[src/phy_mac_mode_pkg.sv]
// constants, field positions, reset values and types of the mac interface mode block
// assumes a 40 MHz core clock and clause 22 style management frames
//
// Contract
// - mac mode from strap or three register bits
// - separate rx/tx align or shift, strap then register
// - rx shift launches clock about 3 ns early, here one 25 ns core cycle before the data
// - tx shift takes aligned pins, delays internally
// - rx path defaults to shift mode
// - rmii master: 25 MHz in, 50 MHz on rxd3
// - rmii slave: 50 MHz crystal input is reference
// - rmii role fixed by strap only
// - clock output 25 MHz master, 50 MHz slave
// - transmitter test modes 1, 2, 4, 5
// - indirect write sequence stores value at address
// - indirect read sequence returns addressed register
// - device code 01 selects second space
// - latched straps readable at 0x45d
package phy_mac_mode_pkg;
  // ==========================================================
  // direct management registers
  localparam logic [4:0] REG_IND_CTRL = 5'h0d;
  localparam logic [4:0] REG_IND_DATA = 5'h0e;
  // ==========================================================
  // extended spaces and offsets
  localparam logic [4:0] MMD_VENDOR = 5'h1f;
  localparam logic [4:0] MMD_PMA = 5'h01;
  localparam logic [15:0] EXT_MODE_A = 16'h0600;
  localparam logic [15:0] EXT_DELAY = 16'h0602;
  localparam logic [15:0] EXT_MODE_B = 16'h0608;
  localparam logic [15:0] EXT_MODE_C = 16'h0648;
  localparam logic [15:0] EXT_STRAP = 16'h045d;
  localparam logic [15:0] EXT_TEST = 16'h0836;
  // ==========================================================
  // field positions
  localparam logic [1:0] FUNC_ADDR = 2'h0;
  localparam logic [1:0] FUNC_DATA = 2'h1;
  localparam int MODE_A_BIT = 3;
  localparam int MODE_B_BIT = 9;
  localparam int MODE_C_BIT = 6;
  localparam int DELAY_TX_BIT = 0;
  localparam int DELAY_RX_BIT = 1;
  localparam int TEST_LSB = 13;
  // ==========================================================
  // reset values
  localparam logic [15:0] CTRL_RST = 16'h0000;
  localparam logic [15:0] DATA_RST = 16'h0000;
  localparam logic [15:0] MODE_RST = 16'h0000;
  localparam logic [15:0] DELAY_RST = 16'h0002;
  localparam logic [2:0] TEST_RST = 3'h0;
  // ==========================================================
  // transmitter test modes
  localparam logic [2:0] TM_DROOP = 3'h1;
  localparam logic [2:0] TM_JITTER = 3'h2;
  localparam logic [2:0] TM_DISTORT = 3'h4;
  localparam logic [2:0] TM_PSD = 3'h5;
  // ==========================================================
  // management frame
  localparam logic [5:0] PRE_MIN = 6'h20;
  localparam logic [5:0] HDR_LAST = 6'h0c;
  localparam logic [5:0] DATA_LAST = 6'h0f;
  localparam logic [1:0] OP_READ = 2'h2;
  localparam logic [1:0] OP_WRITE = 2'h1;
  // ==========================================================
  // timing
  localparam int CLK_PERIOD_PS = 25000;
  localparam int RX_SHIFT_PS = 3000;
  localparam int TX_SHIFT_PS = 2000;
  localparam int RX_SHIFT_CYC = (RX_SHIFT_PS + CLK_PERIOD_PS - 1) / CLK_PERIOD_PS;
  localparam int TX_SHIFT_CYC = (TX_SHIFT_PS + CLK_PERIOD_PS - 1) / CLK_PERIOD_PS;

  typedef enum {MDIO_PRE, MDIO_HDR, MDIO_TA, MDIO_DATA} mdio_state_type;

  // keep only the defined transmitter test codes
  function automatic logic [2:0] legal_test(input logic [2:0] code);
    logic [2:0] res;
    res = TEST_RST;
    if (code == TM_DROOP || code == TM_JITTER || code == TM_DISTORT || code == TM_PSD)
    begin
      res = code;
    end
    return res;
  endfunction : legal_test
endpackage : phy_mac_mode_pkg

[src/nibble_stream_if.sv]
// valid/ready stream carrier between the fifo and the pin launcher
// assumes both ends on core_clk
`timescale 1ns/10ps
`default_nettype none
interface nibble_stream_if #(parameter int WIDTH = 5);
  logic valid;
  logic ready;
  logic [WIDTH-1:0] data;
  modport source (output valid, output data, input ready);
  modport sink (input valid, input data, output ready);
endinterface : nibble_stream_if
`default_nettype wire

[src/phy_mac_mode_ctrl.sv]
// mac-side mode, delay and reference clock control with management target
// assumes management master drives mdc, straps stable around reset release
`timescale 1ns/10ps
`default_nettype none
module phy_mac_mode_ctrl
  import phy_mac_mode_pkg::*;
#(
  parameter logic [2:0] RMII_MODE_CODE = 3'h1,
  parameter int FIFO_DEPTH = 16
)
(
  // clock and reset
  input wire logic core_clk,
  input wire logic resetn,
  // straps
  input wire logic [2:0] strapMacMode,
  input wire logic strapRxShift,
  input wire logic strapTxShift,
  input wire logic strapRmiiMaster,
  input wire logic [4:0] strapPhyAddr,
  // management pins
  input wire logic mdc,
  input wire logic mdioIn,
  output logic mdioOut,
  output logic mdioOe,
  // reference clock input
  input wire logic crystalInput,
  // receive nibbles from the line side
  input wire logic coreRxValid,
  input wire logic [4:0] coreRxData,
  output logic coreRxReady,
  // receive pins toward the mac
  output logic rxClkPin,
  output logic [4:0] rxDataPin,
  // transmit pins from the mac
  input wire logic txClkPin,
  input wire logic [4:0] txDataPin,
  output logic coreTxValid,
  output logic [4:0] coreTxData,
  // configuration toward the datapath
  output logic [2:0] macMode,
  output logic rxShiftEn,
  output logic txShiftEn,
  output logic rmiiMasterRole,
  output logic refClkOut50,
  output logic rxd3RefClkEn,
  output logic [2:0] testMode
);
  // ==========================================================
  // input synchronisers and edge detection
  logic [8:0] syncOut;
  logic mdcS, mdioS, xtalS, txClkS;
  logic [4:0] txDataS;
  logic mdcPrev_reg, xtalPrev_reg, txClkPrev_reg;
  logic mdcRise, xtalRise, txClkRise;

  signal_sync #(.WIDTH(9)) u_sync (
    .core_clk(core_clk),
    .resetn(resetn),
    .rawIn({mdc, mdioIn, crystalInput, txClkPin, txDataPin}),
    .stableOut(syncOut)
  );

  assign {mdcS, mdioS, xtalS, txClkS, txDataS} = syncOut;
  assign mdcRise = mdcS && !mdcPrev_reg;
  assign xtalRise = xtalS && !xtalPrev_reg;
  assign txClkRise = txClkS && !txClkPrev_reg;

  // previous levels for edge finding
  always_ff @(posedge core_clk)
  begin
    if (!resetn)
    begin
      mdcPrev_reg <= 1'b0;
      xtalPrev_reg <= 1'b0;
      txClkPrev_reg <= 1'b0;
    end
    else
    begin
      mdcPrev_reg <= mdcS;
      xtalPrev_reg <= xtalS;
      txClkPrev_reg <= txClkS;
    end
  end

  // ==========================================================
  // configuration registers
  logic strapDone_reg, strapDone_next;
  logic [4:0] phyAddr_reg, phyAddr_next;
  logic [15:0] strapStat_reg, strapStat_next;
  logic master_reg, master_next;
  logic [15:0] ctrl_reg, ctrl_next, addr_reg, addr_next;
  logic [15:0] modeA_reg, modeA_next, modeB_reg, modeB_next;
  logic [15:0] modeC_reg, modeC_next, delay_reg, delay_next;
  logic [2:0] test_reg, test_next;
  logic rxd3_reg, rxd3_next, refClk50_reg, refClk50_next;
  logic wrFire;
  logic [4:0] wrReg, regAd_reg, regAd_next;
  logic [15:0] wrData;
  logic [15:0] extValue, readVal;
  logic [2:0] modeNext;

  // strap latch once after reset release, then management writes
  always_comb
  begin
    strapDone_next = 1'b1;
    phyAddr_next = phyAddr_reg;
    strapStat_next = strapStat_reg;
    master_next = master_reg;
    ctrl_next = ctrl_reg;
    addr_next = addr_reg;
    modeA_next = modeA_reg;
    modeB_next = modeB_reg;
    modeC_next = modeC_reg;
    delay_next = delay_reg;
    test_next = test_reg;
    if (!strapDone_reg)
    begin
      phyAddr_next = strapPhyAddr;
      master_next = strapRmiiMaster;
      strapStat_next = {5'h00, strapRmiiMaster, strapTxShift, strapRxShift,
                        strapMacMode, strapPhyAddr};
      modeA_next[MODE_A_BIT] = strapMacMode[0];
      modeB_next[MODE_B_BIT] = strapMacMode[1];
      modeC_next[MODE_C_BIT] = strapMacMode[2];
      delay_next[DELAY_RX_BIT] = strapRxShift;
      delay_next[DELAY_TX_BIT] = strapTxShift;
    end
    else if (wrFire && wrReg == REG_IND_CTRL)
    begin
      ctrl_next = wrData;
    end
    else if (wrFire && wrReg == REG_IND_DATA)
    begin
      if (ctrl_reg[15:14] == FUNC_ADDR)
      begin
        addr_next = wrData;
      end
      else if (ctrl_reg[4:0] == MMD_VENDOR)
      begin
        // writes take effect at once, no reset needed
        unique case (addr_reg)
          EXT_MODE_A: modeA_next = wrData;
          EXT_MODE_B: modeB_next = wrData;
          EXT_MODE_C: modeC_next = wrData;
          EXT_DELAY: delay_next = wrData;
          default: ;
        endcase
      end
      else if (ctrl_reg[4:0] == MMD_PMA && addr_reg == EXT_TEST)
      begin
        test_next = legal_test(wrData[TEST_LSB+2:TEST_LSB]);
      end
    end
    modeNext = {modeC_next[MODE_C_BIT], modeB_next[MODE_B_BIT], modeA_next[MODE_A_BIT]};
    rxd3_next = master_next && (modeNext == RMII_MODE_CODE);
    refClk50_next = !master_next;
  end

  // register the configuration
  always_ff @(posedge core_clk)
  begin
    if (!resetn)
    begin
      strapDone_reg <= 1'b0;
      phyAddr_reg <= 5'h00;
      strapStat_reg <= 16'h0000;
      master_reg <= 1'b0;
      ctrl_reg <= CTRL_RST;
      addr_reg <= DATA_RST;
      modeA_reg <= MODE_RST;
      modeB_reg <= MODE_RST;
      modeC_reg <= MODE_RST;
      delay_reg <= DELAY_RST;
      test_reg <= TEST_RST;
      rxd3_reg <= 1'b0;
      refClk50_reg <= 1'b0;
    end
    else
    begin
      strapDone_reg <= strapDone_next;
      phyAddr_reg <= phyAddr_next;
      strapStat_reg <= strapStat_next;
      master_reg <= master_next;
      ctrl_reg <= ctrl_next;
      addr_reg <= addr_next;
      modeA_reg <= modeA_next;
      modeB_reg <= modeB_next;
      modeC_reg <= modeC_next;
      delay_reg <= delay_next;
      test_reg <= test_next;
      rxd3_reg <= rxd3_next;
      refClk50_reg <= refClk50_next;
    end
  end

  // read value of the addressed register
  always_comb
  begin
    extValue = 16'h0000;
    if (ctrl_reg[4:0] == MMD_VENDOR)
    begin
      unique case (addr_reg)
        EXT_MODE_A: extValue = modeA_reg;
        EXT_MODE_B: extValue = modeB_reg;
        EXT_MODE_C: extValue = modeC_reg;
        EXT_DELAY: extValue = delay_reg;
        EXT_STRAP: extValue = strapStat_reg;
        default: extValue = 16'h0000;
      endcase
    end
    else if (ctrl_reg[4:0] == MMD_PMA && addr_reg == EXT_TEST)
    begin
      extValue = {test_reg, 13'h0000};
    end
    readVal = 16'h0000;
    if (regAd_reg == REG_IND_CTRL)
    begin
      readVal = ctrl_reg;
    end
    else if (regAd_reg == REG_IND_DATA)
    begin
      readVal = (ctrl_reg[15:14] == FUNC_ADDR) ? addr_reg : extValue;
    end
  end

  // ==========================================================
  // management frame target
  mdio_state_type mState_reg, mState_next;
  logic [5:0] bitCnt_reg, bitCnt_next;
  logic [15:0] shift_reg, shift_next;
  logic opRead_reg, opRead_next;
  logic mdioOut_reg, mdioOut_next, mdioOe_reg, mdioOe_next;
  logic [12:0] hdr;

  // frame walk on each sampled mdc rising edge, target only
  always_comb
  begin
    mState_next = mState_reg;
    bitCnt_next = bitCnt_reg;
    shift_next = shift_reg;
    opRead_next = opRead_reg;
    regAd_next = regAd_reg;
    mdioOut_next = mdioOut_reg;
    mdioOe_next = mdioOe_reg;
    wrFire = 1'b0;
    wrReg = regAd_reg;
    wrData = {shift_reg[14:0], mdioS};
    hdr = {shift_reg[11:0], mdioS};
    if (mdcRise)
    begin
      unique case (mState_reg)
        MDIO_PRE:
        begin
          if (mdioS)
          begin
            bitCnt_next = (bitCnt_reg == PRE_MIN) ? bitCnt_reg : 6'(bitCnt_reg + 1'b1);
          end
          else if (bitCnt_reg == PRE_MIN)
          begin
            mState_next = MDIO_HDR;
            bitCnt_next = 6'h00;
            shift_next = 16'h0000;
          end
          else
          begin
            bitCnt_next = 6'h00;
          end
        end
        MDIO_HDR:
        begin
          shift_next = wrData;
          bitCnt_next = 6'(bitCnt_reg + 1'b1);
          if (bitCnt_reg == HDR_LAST)
          begin
            bitCnt_next = 6'h00;
            opRead_next = (hdr[11:10] == OP_READ);
            regAd_next = hdr[4:0];
            if (hdr[12] && (hdr[11:10] == OP_READ || hdr[11:10] == OP_WRITE)
                && hdr[9:5] == phyAddr_reg)
            begin
              mState_next = MDIO_TA;
            end
            else
            begin
              mState_next = MDIO_PRE;
            end
          end
        end
        MDIO_TA:
        begin
          bitCnt_next = 6'(bitCnt_reg + 1'b1);
          if (bitCnt_reg == 6'h00 && opRead_reg)
          begin
            mdioOe_next = 1'b1;
            mdioOut_next = 1'b0;
          end
          else if (bitCnt_reg != 6'h00)
          begin
            mState_next = MDIO_DATA;
            bitCnt_next = 6'h00;
            shift_next = readVal;
            mdioOut_next = opRead_reg && readVal[15];
          end
        end
        MDIO_DATA:
        begin
          bitCnt_next = 6'(bitCnt_reg + 1'b1);
          if (opRead_reg)
          begin
            shift_next = {shift_reg[14:0], 1'b0};
            mdioOut_next = shift_reg[14];
          end
          else
          begin
            shift_next = wrData;
          end
          if (bitCnt_reg == DATA_LAST)
          begin
            wrFire = !opRead_reg;
            mState_next = MDIO_PRE;
            bitCnt_next = 6'h00;
            mdioOe_next = 1'b0;
            mdioOut_next = 1'b0;
          end
        end
      endcase
    end
  end

  // register the frame state
  always_ff @(posedge core_clk)
  begin
    if (!resetn)
    begin
      mState_reg <= MDIO_PRE;
      bitCnt_reg <= 6'h00;
      shift_reg <= 16'h0000;
      opRead_reg <= 1'b0;
      regAd_reg <= 5'h00;
      mdioOut_reg <= 1'b0;
      mdioOe_reg <= 1'b0;
    end
    else
    begin
      mState_reg <= mState_next;
      bitCnt_reg <= bitCnt_next;
      shift_reg <= shift_next;
      opRead_reg <= opRead_next;
      regAd_reg <= regAd_next;
      mdioOut_reg <= mdioOut_next;
      mdioOe_reg <= mdioOe_next;
    end
  end

  // ==========================================================
  // receive path: fifo drained at the reference clock pace
  nibble_stream_if #(.WIDTH(5)) rxIf ();
  logic rxClk_reg, rxClk_next;
  logic [4:0] rxPin_reg, rxPin_next, rxHold_reg, rxHold_next;
  logic [3:0] rxWait_reg, rxWait_next;

  stream_fifo #(.WIDTH(5), .DEPTH(FIFO_DEPTH)) u_fifo (
    .core_clk(core_clk),
    .resetn(resetn),
    .wrValid(coreRxValid),
    .wrData(coreRxData),
    .wrReady(coreRxReady),
    .rd(rxIf.source)
  );

  assign rxIf.ready = xtalRise;

  // clock strobe first, data after the shift delay in shift mode
  always_comb
  begin
    rxClk_next = rxIf.valid && xtalRise;
    rxPin_next = rxPin_reg;
    rxHold_next = rxHold_reg;
    rxWait_next = (rxWait_reg != 4'h0) ? 4'(rxWait_reg - 1'b1) : rxWait_reg;
    if (rxWait_reg == 4'h1)
    begin
      rxPin_next = rxHold_reg;
    end
    if (rxIf.valid && xtalRise)
    begin
      if (delay_reg[DELAY_RX_BIT])
      begin
        rxHold_next = rxIf.data;
        rxWait_next = 4'(RX_SHIFT_CYC);
      end
      else
      begin
        rxPin_next = rxIf.data;
      end
    end
  end

  // register the receive launcher
  always_ff @(posedge core_clk)
  begin
    if (!resetn)
    begin
      rxClk_reg <= 1'b0;
      rxPin_reg <= 5'h00;
      rxHold_reg <= 5'h00;
      rxWait_reg <= 4'h0;
    end
    else
    begin
      rxClk_reg <= rxClk_next;
      rxPin_reg <= rxPin_next;
      rxHold_reg <= rxHold_next;
      rxWait_reg <= rxWait_next;
    end
  end

  // ==========================================================
  // transmit path: sample at the edge or after the internal delay
  logic txValid_reg, txValid_next;
  logic [4:0] txData_reg, txData_next;
  logic [3:0] txWait_reg, txWait_next;

  always_comb
  begin
    txValid_next = 1'b0;
    txData_next = txData_reg;
    txWait_next = (txWait_reg != 4'h0) ? 4'(txWait_reg - 1'b1) : txWait_reg;
    if (txWait_reg == 4'h1)
    begin
      txValid_next = 1'b1;
      txData_next = txDataS;
    end
    if (txClkRise)
    begin
      if (delay_reg[DELAY_TX_BIT])
      begin
        txWait_next = 4'(TX_SHIFT_CYC);
      end
      else
      begin
        txValid_next = 1'b1;
        txData_next = txDataS;
      end
    end
  end

  // register the transmit sampler
  always_ff @(posedge core_clk)
  begin
    if (!resetn)
    begin
      txValid_reg <= 1'b0;
      txData_reg <= 5'h00;
      txWait_reg <= 4'h0;
    end
    else
    begin
      txValid_reg <= txValid_next;
      txData_reg <= txData_next;
      txWait_reg <= txWait_next;
    end
  end

  // ==========================================================
  // outputs, all from flops
  assign mdioOut = mdioOut_reg;
  assign mdioOe = mdioOe_reg;
  assign rxClkPin = rxClk_reg;
  assign rxDataPin = rxPin_reg;
  assign coreTxValid = txValid_reg;
  assign coreTxData = txData_reg;
  assign macMode = {modeC_reg[MODE_C_BIT], modeB_reg[MODE_B_BIT], modeA_reg[MODE_A_BIT]};
  assign rxShiftEn = delay_reg[DELAY_RX_BIT];
  assign txShiftEn = delay_reg[DELAY_TX_BIT];
  assign rmiiMasterRole = master_reg;
  assign refClkOut50 = refClk50_reg;
  assign rxd3RefClkEn = rxd3_reg;
  assign testMode = test_reg;
endmodule : phy_mac_mode_ctrl
`default_nettype wire

[src/signal_sync.sv]
// three-flop input synchroniser with agreement filter
// assumes inputs from outside the core_clk domain
`timescale 1ns/10ps
`default_nettype none
module signal_sync #(parameter int WIDTH = 1)
(
  // clock and reset
  input wire logic core_clk,
  input wire logic resetn,
  // raw and settled levels
  input wire logic [WIDTH-1:0] rawIn,
  output logic [WIDTH-1:0] stableOut
);
  logic [WIDTH-1:0] s1_reg, s2_reg, s3_reg, out_reg;
  logic [WIDTH-1:0] out_next;

  // a bit changes once stages two and three agree
  always_comb
  begin
    for (int i = 0; i < WIDTH; i++)
    begin
      out_next[i] = (s2_reg[i] == s3_reg[i]) ? s3_reg[i] : out_reg[i];
    end
  end

  // register the chain
  always_ff @(posedge core_clk)
  begin
    if (!resetn)
    begin
      s1_reg <= '0;
      s2_reg <= '0;
      s3_reg <= '0;
      out_reg <= '0;
    end
    else
    begin
      s1_reg <= rawIn;
      s2_reg <= s1_reg;
      s3_reg <= s2_reg;
      out_reg <= out_next;
    end
  end

  assign stableOut = out_reg;
endmodule : signal_sync
`default_nettype wire

[src/stream_fifo.sv]
// receive nibble fifo, registered read data and flags
// assumes writer and reader on core_clk
`timescale 1ns/10ps
`default_nettype none
module stream_fifo #(parameter int WIDTH = 5, parameter int DEPTH = 16)
(
  // clock and reset
  input wire logic core_clk,
  input wire logic resetn,
  // filling side
  input wire logic wrValid,
  input wire logic [WIDTH-1:0] wrData,
  output logic wrReady,
  // draining side
  nibble_stream_if.source rd
);
  localparam int AW = $clog2(DEPTH);
  logic [WIDTH-1:0] mem [DEPTH];
  logic [AW-1:0] wrPtr_reg, wrPtr_next, rdPtr_reg, rdPtr_next;
  logic [AW:0] count_reg, count_next;
  logic notFull_reg, notFull_next, notEmpty_reg, notEmpty_next;
  logic [WIDTH-1:0] rdData_reg, rdData_next;
  logic push, pop;

  // pointers, count and flags
  always_comb
  begin
    push = wrValid && notFull_reg;
    pop = rd.ready && notEmpty_reg;
    wrPtr_next = push ? AW'(wrPtr_reg + 1'b1) : wrPtr_reg;
    rdPtr_next = pop ? AW'(rdPtr_reg + 1'b1) : rdPtr_reg;
    count_next = (AW+1)'(count_reg + push - pop);
    notFull_next = (count_next != (AW+1)'(DEPTH));
    notEmpty_next = (count_next != '0);
    rdData_next = (push && wrPtr_reg == rdPtr_next) ? wrData : mem[rdPtr_next];
  end

  // storage write
  always_ff @(posedge core_clk)
  begin
    if (push)
    begin
      mem[wrPtr_reg] <= wrData;
    end
  end

  // state registers
  always_ff @(posedge core_clk)
  begin
    if (!resetn)
    begin
      wrPtr_reg <= '0;
      rdPtr_reg <= '0;
      count_reg <= '0;
      notFull_reg <= 1'b0;
      notEmpty_reg <= 1'b0;
      rdData_reg <= '0;
    end
    else
    begin
      wrPtr_reg <= wrPtr_next;
      rdPtr_reg <= rdPtr_next;
      count_reg <= count_next;
      notFull_reg <= notFull_next;
      notEmpty_reg <= notEmpty_next;
      rdData_reg <= rdData_next;
    end
  end

  assign wrReady = notFull_reg;
  assign rd.valid = notEmpty_reg;
  assign rd.data = rdData_reg;
endmodule : stream_fifo
`default_nettype wire

[config.mk]
export PLATFORM = sky130hd
export DESIGN_NAME = phy_mac_mode_ctrl
export DESIGN_NICKNAME = d
export VERILOG_FILES = /design/src/phy_mac_mode_pkg.sv /design/src/nibble_stream_if.sv /design/src/phy_mac_mode_ctrl.sv /design/src/signal_sync.sv /design/src/stream_fifo.sv
export SDC_FILE = /design/constraint.sdc
export NUM_CORES = 1
export LEC_CHECK = 0
export BUFFER_PORTS_ARGS = -buffer_cell sky130_fd_sc_hd__buf_4
export CAP_MARGIN = 20
export CORE_MARGIN = 10
export CORE_UTILIZATION = 50
export DETAILED_ROUTE_END_ITERATION = 7
export PLACE_DENSITY = 0.67
export SLEW_MARGIN = 20
export SYNTH_ARGS = -nofsm -noshare
export SYNTH_HDL_FRONTEND = slang
export SYNTH_SLANG_ARGS = --single-unit
export TNS_END_PERCENT = 50
[constraint.sdc]
create_clock -name core_clk -period 8.15 [get_ports core_clk]
set_input_delay 1.2225 -clock core_clk [delete_from_list [all_inputs] [get_ports core_clk]]
set_output_delay 1.2225 -clock core_clk [all_outputs]
set_load 0.02 [all_outputs]
==> results of run 1 <==
[through the flow]
stage,std cells,hold slack [ns]
3_5_place_dp,1623,0.418
6_report,1682,0.428
2_1_floorplan,1321,0.412
3_3_place_gp,1623,0.414
4_1_cts,1682,0.429
5_1_grt,1682,0.438
[worst paths after layout]
check / endpoint / slack [ns] / cells after the start
max: addr_reg[6]$_SDFFE_PN0P_ / 4.73 / 6
min: u_sync.s2_reg[0]$_SDFF_PN0_ / 0.43 / 1
max reg2reg: addr_reg[6]$_SDFFE_PN0P_ / 4.73 / 6
min reg2reg: u_sync.s2_reg[0]$_SDFF_PN0_ / 0.43 / 1
[layer usage]
layer,share of wire,GRT usage
met3,0.060,0.0334
met1,0.44,0.241
met2,0.47,0.314
met4,0.026,0.0652
met5,0.00062,0
[cell type report]
class / instances / area (sq um) / area share
inverter: 23 / 88.8 / 0.00592
tap: 335 / 419 / 0.0279
clock buffer: 45 / 933 / 0.0622
timing repair buffer: 64 / 480 / 0.0320
multi-input combinational: 892 / 5970 / 0.398
clock inverter: 14 / 126 / 0.00842
sequential: 309 / 6990 / 0.466
[power by group]
group / switching [mW] / internal [mW]
Combinational: 0.171 / 0.131
Sequential: 0.0421 / 1.63
Clock: 0.617 / 0.847
Total: 0.830 / 2.61
[Yosys cell counts, types with 4 or more instances]
cell type / count / share of area
a211oi_1: 11 / 0.0061
nand3b_1: 4 / 0.0022
nand2_1: 106 / 0.030
and2_1: 53 / 0.025
a22oi_1: 16 / 0.0089
xor2_1: 13 / 0.0085
dfxtp_1: 229 / 0.34
mux2_2: 6 / 0.0050
clkbuf_1: 73 / 0.020
a31oi_1: 14 / 0.0065
nor3_1: 11 / 0.0041
ha_1: 19 / 0.018
buf_2: 8 / 0.0030
a221oi_1: 7 / 0.0046
a222oi_1: 8 / 0.0060
a32o_1: 5 / 0.0037
nand2b_1: 10 / 0.0047
a21oi_1: 61 / 0.023
nand4_1: 10 / 0.0047
o21ai_0: 36 / 0.013
nor2_1: 172 / 0.048
mux2i_1: 142 / 0.11
edfxtp_1: 80 / 0.18
inv_1: 23 / 0.0064
nor2b_1: 7 / 0.0033
nor3b_1: 5 / 0.0028
a221o_1: 10 / 0.0074
o2111ai_1: 5 / 0.0033
and3_1: 5 / 0.0023
nor4_1: 5 / 0.0023
a21o_1: 7 / 0.0039
buf_4: 5 / 0.0028
nand3_1: 43 / 0.016
buf_1: 8 / 0.0022
a32oi_1: 9 / 0.0059
xnor2_1: 15 / 0.0098
o221ai_1: 6 / 0.0039
[cell families (layout without fill, tap and decap cells)]
group,count (synthesis),count (layout),share of synthesized area
adders and majority gates,20,20,0.0192
xor gates and xnor gates,30,30,0.0216
buffers and inverters,120,146,0.0373
muxes,149,149,0.112
AOI/OAI and AO/OA,226,226,0.117
DFF,309,309,0.520
and+or+nand+nor,467,467,0.173
[worst max-delay path: stages, from the launching register on]
cell	delay, ns
dfxtp_1	0.93
and3b_1	0.27
nand4_1	0.20
nor2_1	0.64
nand2_1	0.78
mux2i_1	0.38
nor2_1	0.06
==> impl_metrics.yaml, run 1 <==
critical_path:
  crit_start: "mState_reg[0]$_SDFFE_PN0P_"
  critPathKind: "flop to flop"
  critPathMaxFanout: 28
  required_ns: 8.51
  worstReg2RegStart: "mState_reg[0]$_SDFFE_PN0P_"
  crit_path_start_kind: "flop"
  worstSetupEndpointType: "flop"
  critical_path_arrival_ns: 3.78
sta:
  fin_setup_tns_ns: 0
  slew_violations: 0
  relSlewSlack: 0.341
  tightest_slew_ns: 0.985
  final.setup_skew_ns: 0.0157
  finalWorstSetupSlack_ns: 4.73
  period_minus_slack_ns: 3.42
  max_freq_ghz: 0.292
  setup_viol: 0
  rsz0062_at_grt: "no"
  min_period_over_period: 0.420
  finalHoldViolations: 0
logic_synthesis:
  ys.flop_type: "dfxtp_1"
  synth-seq-cells: 309
  yosys.cell_types.count: 81
  avgSynthCellArea_sq_um: 10.2
  synth_edf_count: 80
  seq_area_frac_synth: 0.520
  syn_nets: 1369
  synth_warnings: 0
  synth_cells: 1321
  async_flop_share: 0
  synth_area_sq_um: 13400
global_route:
  track_usage: 0.188
  grt_max_degree: 89
  grt_pass1_wl_mm: 51.7
  gr-total-overflow: 0
  grt_pass1_vias: 9455
  antenna_found_initial: 1
cells_and_area:
  regMostFlops: "u_fifo.mem"
  fin_nets: 1372
  largest_reg_flops: 80
  fill_cells: 2249
  area_growth_pct: 11.7
  final_util: 0.571
  drive_gt1_frac: 0.109
  layout_commonest_cell: "dfxtp_1"
  final_cell_mix: "229 x dfxtp_1, 172 x nor2_1, 142 x mux2i_1"
  antenna_cells: 0
  stdcell_area_sq_um: 15000
die:
  dieArea_sq_um: 33800
  io_pins: 54
  initial_core_util: 0.511
  die_h_um: 184
  core_area_sq_um: 26300
  rows: 59
  dieWidth_um: 184
clock_network:
  cts_hold_buf: 0
  tritoncts: "yes"
  clk_pin_slew_ns: 0.06
  root_buffer: "clkbuf_16"
  post_cts_resized: 0
  clkSinkCount: 309
  htreeDepth: 2
  cts_buffer_depth: 3
  clk_latency_ns: 0.52
  post_cts_buffers: 0
  cts_buffers: 34
power_and_ir_drop:
  powerDensity_nw_per_um2: 229
  ir_worst_vdd_mv: 0.228
  power.total_mw: 3.44
  leakagePower_nw: 6.21
place:
  hpwl_mm: 21.6
  port_buffers: 53
  place.gp.congestion: 0.875
  dp_slack_ns: 4.81
  dpl-instance-area_sq_um: 13900
min_path:
  hold_class: "flop to flop"
  hp-start: "u_sync.s1_reg[0]$_SDFF_PN0_"
run:
  timing.max_cap.violations: 0
route:
  drt_wl_total_mm: 32.5
  drtAntennaViolNets: 0
  drt_iter0_drc: 739
  via_count: 9859
  dr.pass1.iters: 5
  drc: 0
  avgViaCountPerCell: 5.86
  wire_per_inst_um: 19.3
run_status:
  status: "finished clean"
Note: power is estimated with default switching activity, not from simulation.
==> run 2: changes to the inputs <==
Clock period 8.15 ns to 3.5 ns, I/O delays scaled along.
==> run 2 against run 1 <==
Die area unchanged. Flip-flop and latch count unchanged. Fmax up 18%. Power up 130%. Global-route usage up 0.099 points. First-iteration DRC count up 11%. Final area up 0.61%. Clock skew about the same. Clock power up 130%. Wire length up 0.14%. Non-clock buffer count up 15.
==> impl_metrics.yaml, run 2 (synthesized netlist as in run 1, its figures left out) <==
run_status:
  status: "finished clean"
route:
  avgViaCountPerCell: 5.85
  drt_iter0_drc: 819
  drtAntennaViolNets: 0
  via_count: 9912
  dr.pass1.iters: 8
  wire_per_inst_um: 19.2
  drc: 0
  drt_wl_total_mm: 32.6
sta:
  final.setup_skew_ns: 0.0152
  min_period_over_period: 0.830
  hold_ws_ns: 0.215
  period_minus_slack_ns: 2.91
  finalHoldViolations: 0
  tightest_slew_ns: 1.03
  fin_setup_tns_ns: 0
  slew_violations: 0
  setup_viol: 0
  rsz0062_at_grt: "no"
  max_freq_ghz: 0.344
  relSlewSlack: 0.314
cells_and_area:
  multi_input_area_sq_um: 5960
  area_growth_pct: 12.3
  largest_reg_flops: 80
  fill_cells: 2289
  fin_nets: 1387
  register_area_sq_um: 6990
  regMostFlops: "u_fifo.mem"
  final_cell_mix: "229 x dfxtp_1, 172 x nor2_1, 142 x mux2i_1"
  antenna_cells: 0
  drive_gt1_frac: 0.115
  layout_commonest_cell: "dfxtp_1"
die:
  dieArea_sq_um: 33800
  dieWidth_um: 184
  initial_core_util: 0.511
  die_h_um: 184
  io_pins: 54
  core_area_sq_um: 26300
  rows: 59
clock_network:
  root_buffer: "clkbuf_16"
  post_cts_buffers: 0
  clk_latency_ns: 0.52
  post_cts_resized: 0
  cts_hold_buf: 0
  htreeDepth: 2
  tritoncts: "yes"
  cts_buffers: 34
  clkSinkCount: 309
  cts_buffer_depth: 3
  clk_pin_slew_ns: 0.06
critical_path:
  crit_chain: "nor4_2 > nand4b_2 > nor4_4 > nand3_2 > mux2i_1 > nor2_1"
  crit_path_max_incr_delay_ns: 0.61
  crit_path_start_kind: "flop"
  worstSetupEndpointType: "flop"
  critPathKind: "flop to flop"
  critPathMaxFanout: 15
  cp_slowest_cell: "nor4_4"
  required_ns: 3.88
  critical_path_arrival_ns: 3.28
global_route:
  antenna_found_initial: 0
  grt_max_degree: 76
  grt_pass1_vias: 9476
  grt_pass1_wl_mm: 51.9
  track_usage: 0.189
  gr-total-overflow: 0
run:
  timing.max_cap.violations: 0
place:
  port_buffers: 53
  hpwl_mm: 22.1
  place.gp.congestion: 0.880
power_and_ir_drop:
  leakagePower_nw: 6.29
  power.total_mw: 7.94
  powerDensity_nw_per_um2: 526
  ir_worst_vdd_mv: 0.464
min_path:
  hold_class: "primary input to flop"
[run 2: cell count changes in the layout (fill, tap and decap cells not counted), moves of 3 or more]
| cell | before | now |
|---|---|---|
| buf_4 | 64 | 78 |
| clkbuf_8 | 2 | 6 |
| clkinvlp_4 | 3 | 0 |
| clkinv_2 | 6 | 2 |
| clkbuf_1 | 8 | 11 |
[run 2: worst paths after layout]
check,startpoint,endpoint,slack [ns],cells after the start
setup / recovery,addr_reg[8]$_SDFFE_PN0P_,modeA_reg[6]$_SDFFE_PN0P_,0.59,6
hold / removal,crystalInput,u_sync.s1_reg[6]$_SDFF_PN0_,0.21,2
setup reg to reg,addr_reg[8]$_SDFFE_PN0P_,modeA_reg[6]$_SDFFE_PN0P_,0.59,6
hold reg to reg,u_sync.s1_reg[0]$_SDFF_PN0_,u_sync.s2_reg[0]$_SDFF_PN0_,0.43,1
[run 2: metrics by stage]
step	instances	util	instance area, sq um	setup slack [ns]
after floorplan	1321	-	13400	0.734
after global placement	1638	0.535	14100	0.657
after detailed placement	1638	0.535	14100	0.628
final	1695	0.575	15100	0.594
after CTS	1695	0.575	15100	0.590
after global routing	1695	0.575	15100	0.327
[run 2: layer usage]
layer / share of wire / global-route usage / vias up
met5: 0 / 0 / -
met4: 0.030 / 0.0646 / 0
met2: 0.46 / 0.301 / 361
met3: 0.066 / 0.0368 / 75
li1: - / - / 4759
met1: 0.44 / 0.253 / 4717
[run 2: cell type report]
| class | count | share of cell area |
|---|---|---|
| clock buffer | 53 | 0.0654 |
| clock inverter | 4 | 0.00307 |
| inverter | 23 | 0.00588 |
| multi-input combinational | 892 | 0.395 |
| sequential | 309 | 0.463 |
| tap | 335 | 0.0278 |
| timing repair buffer | 79 | 0.0401 |
[run 2: where the power goes]
group          leakage [nW]  internal (mW)  switching, mW
registers              2.58           3.81         0.0946
logic                  3.20          0.307          0.401
clock network         0.508           1.95           1.38
[run 2: worst max-delay path: cells and delay by family (launching register included)]
family / cells / cell delay, ns
simple gates: 5 / 2.09
flops: 1 / 0.35
mux: 1 / 0.31
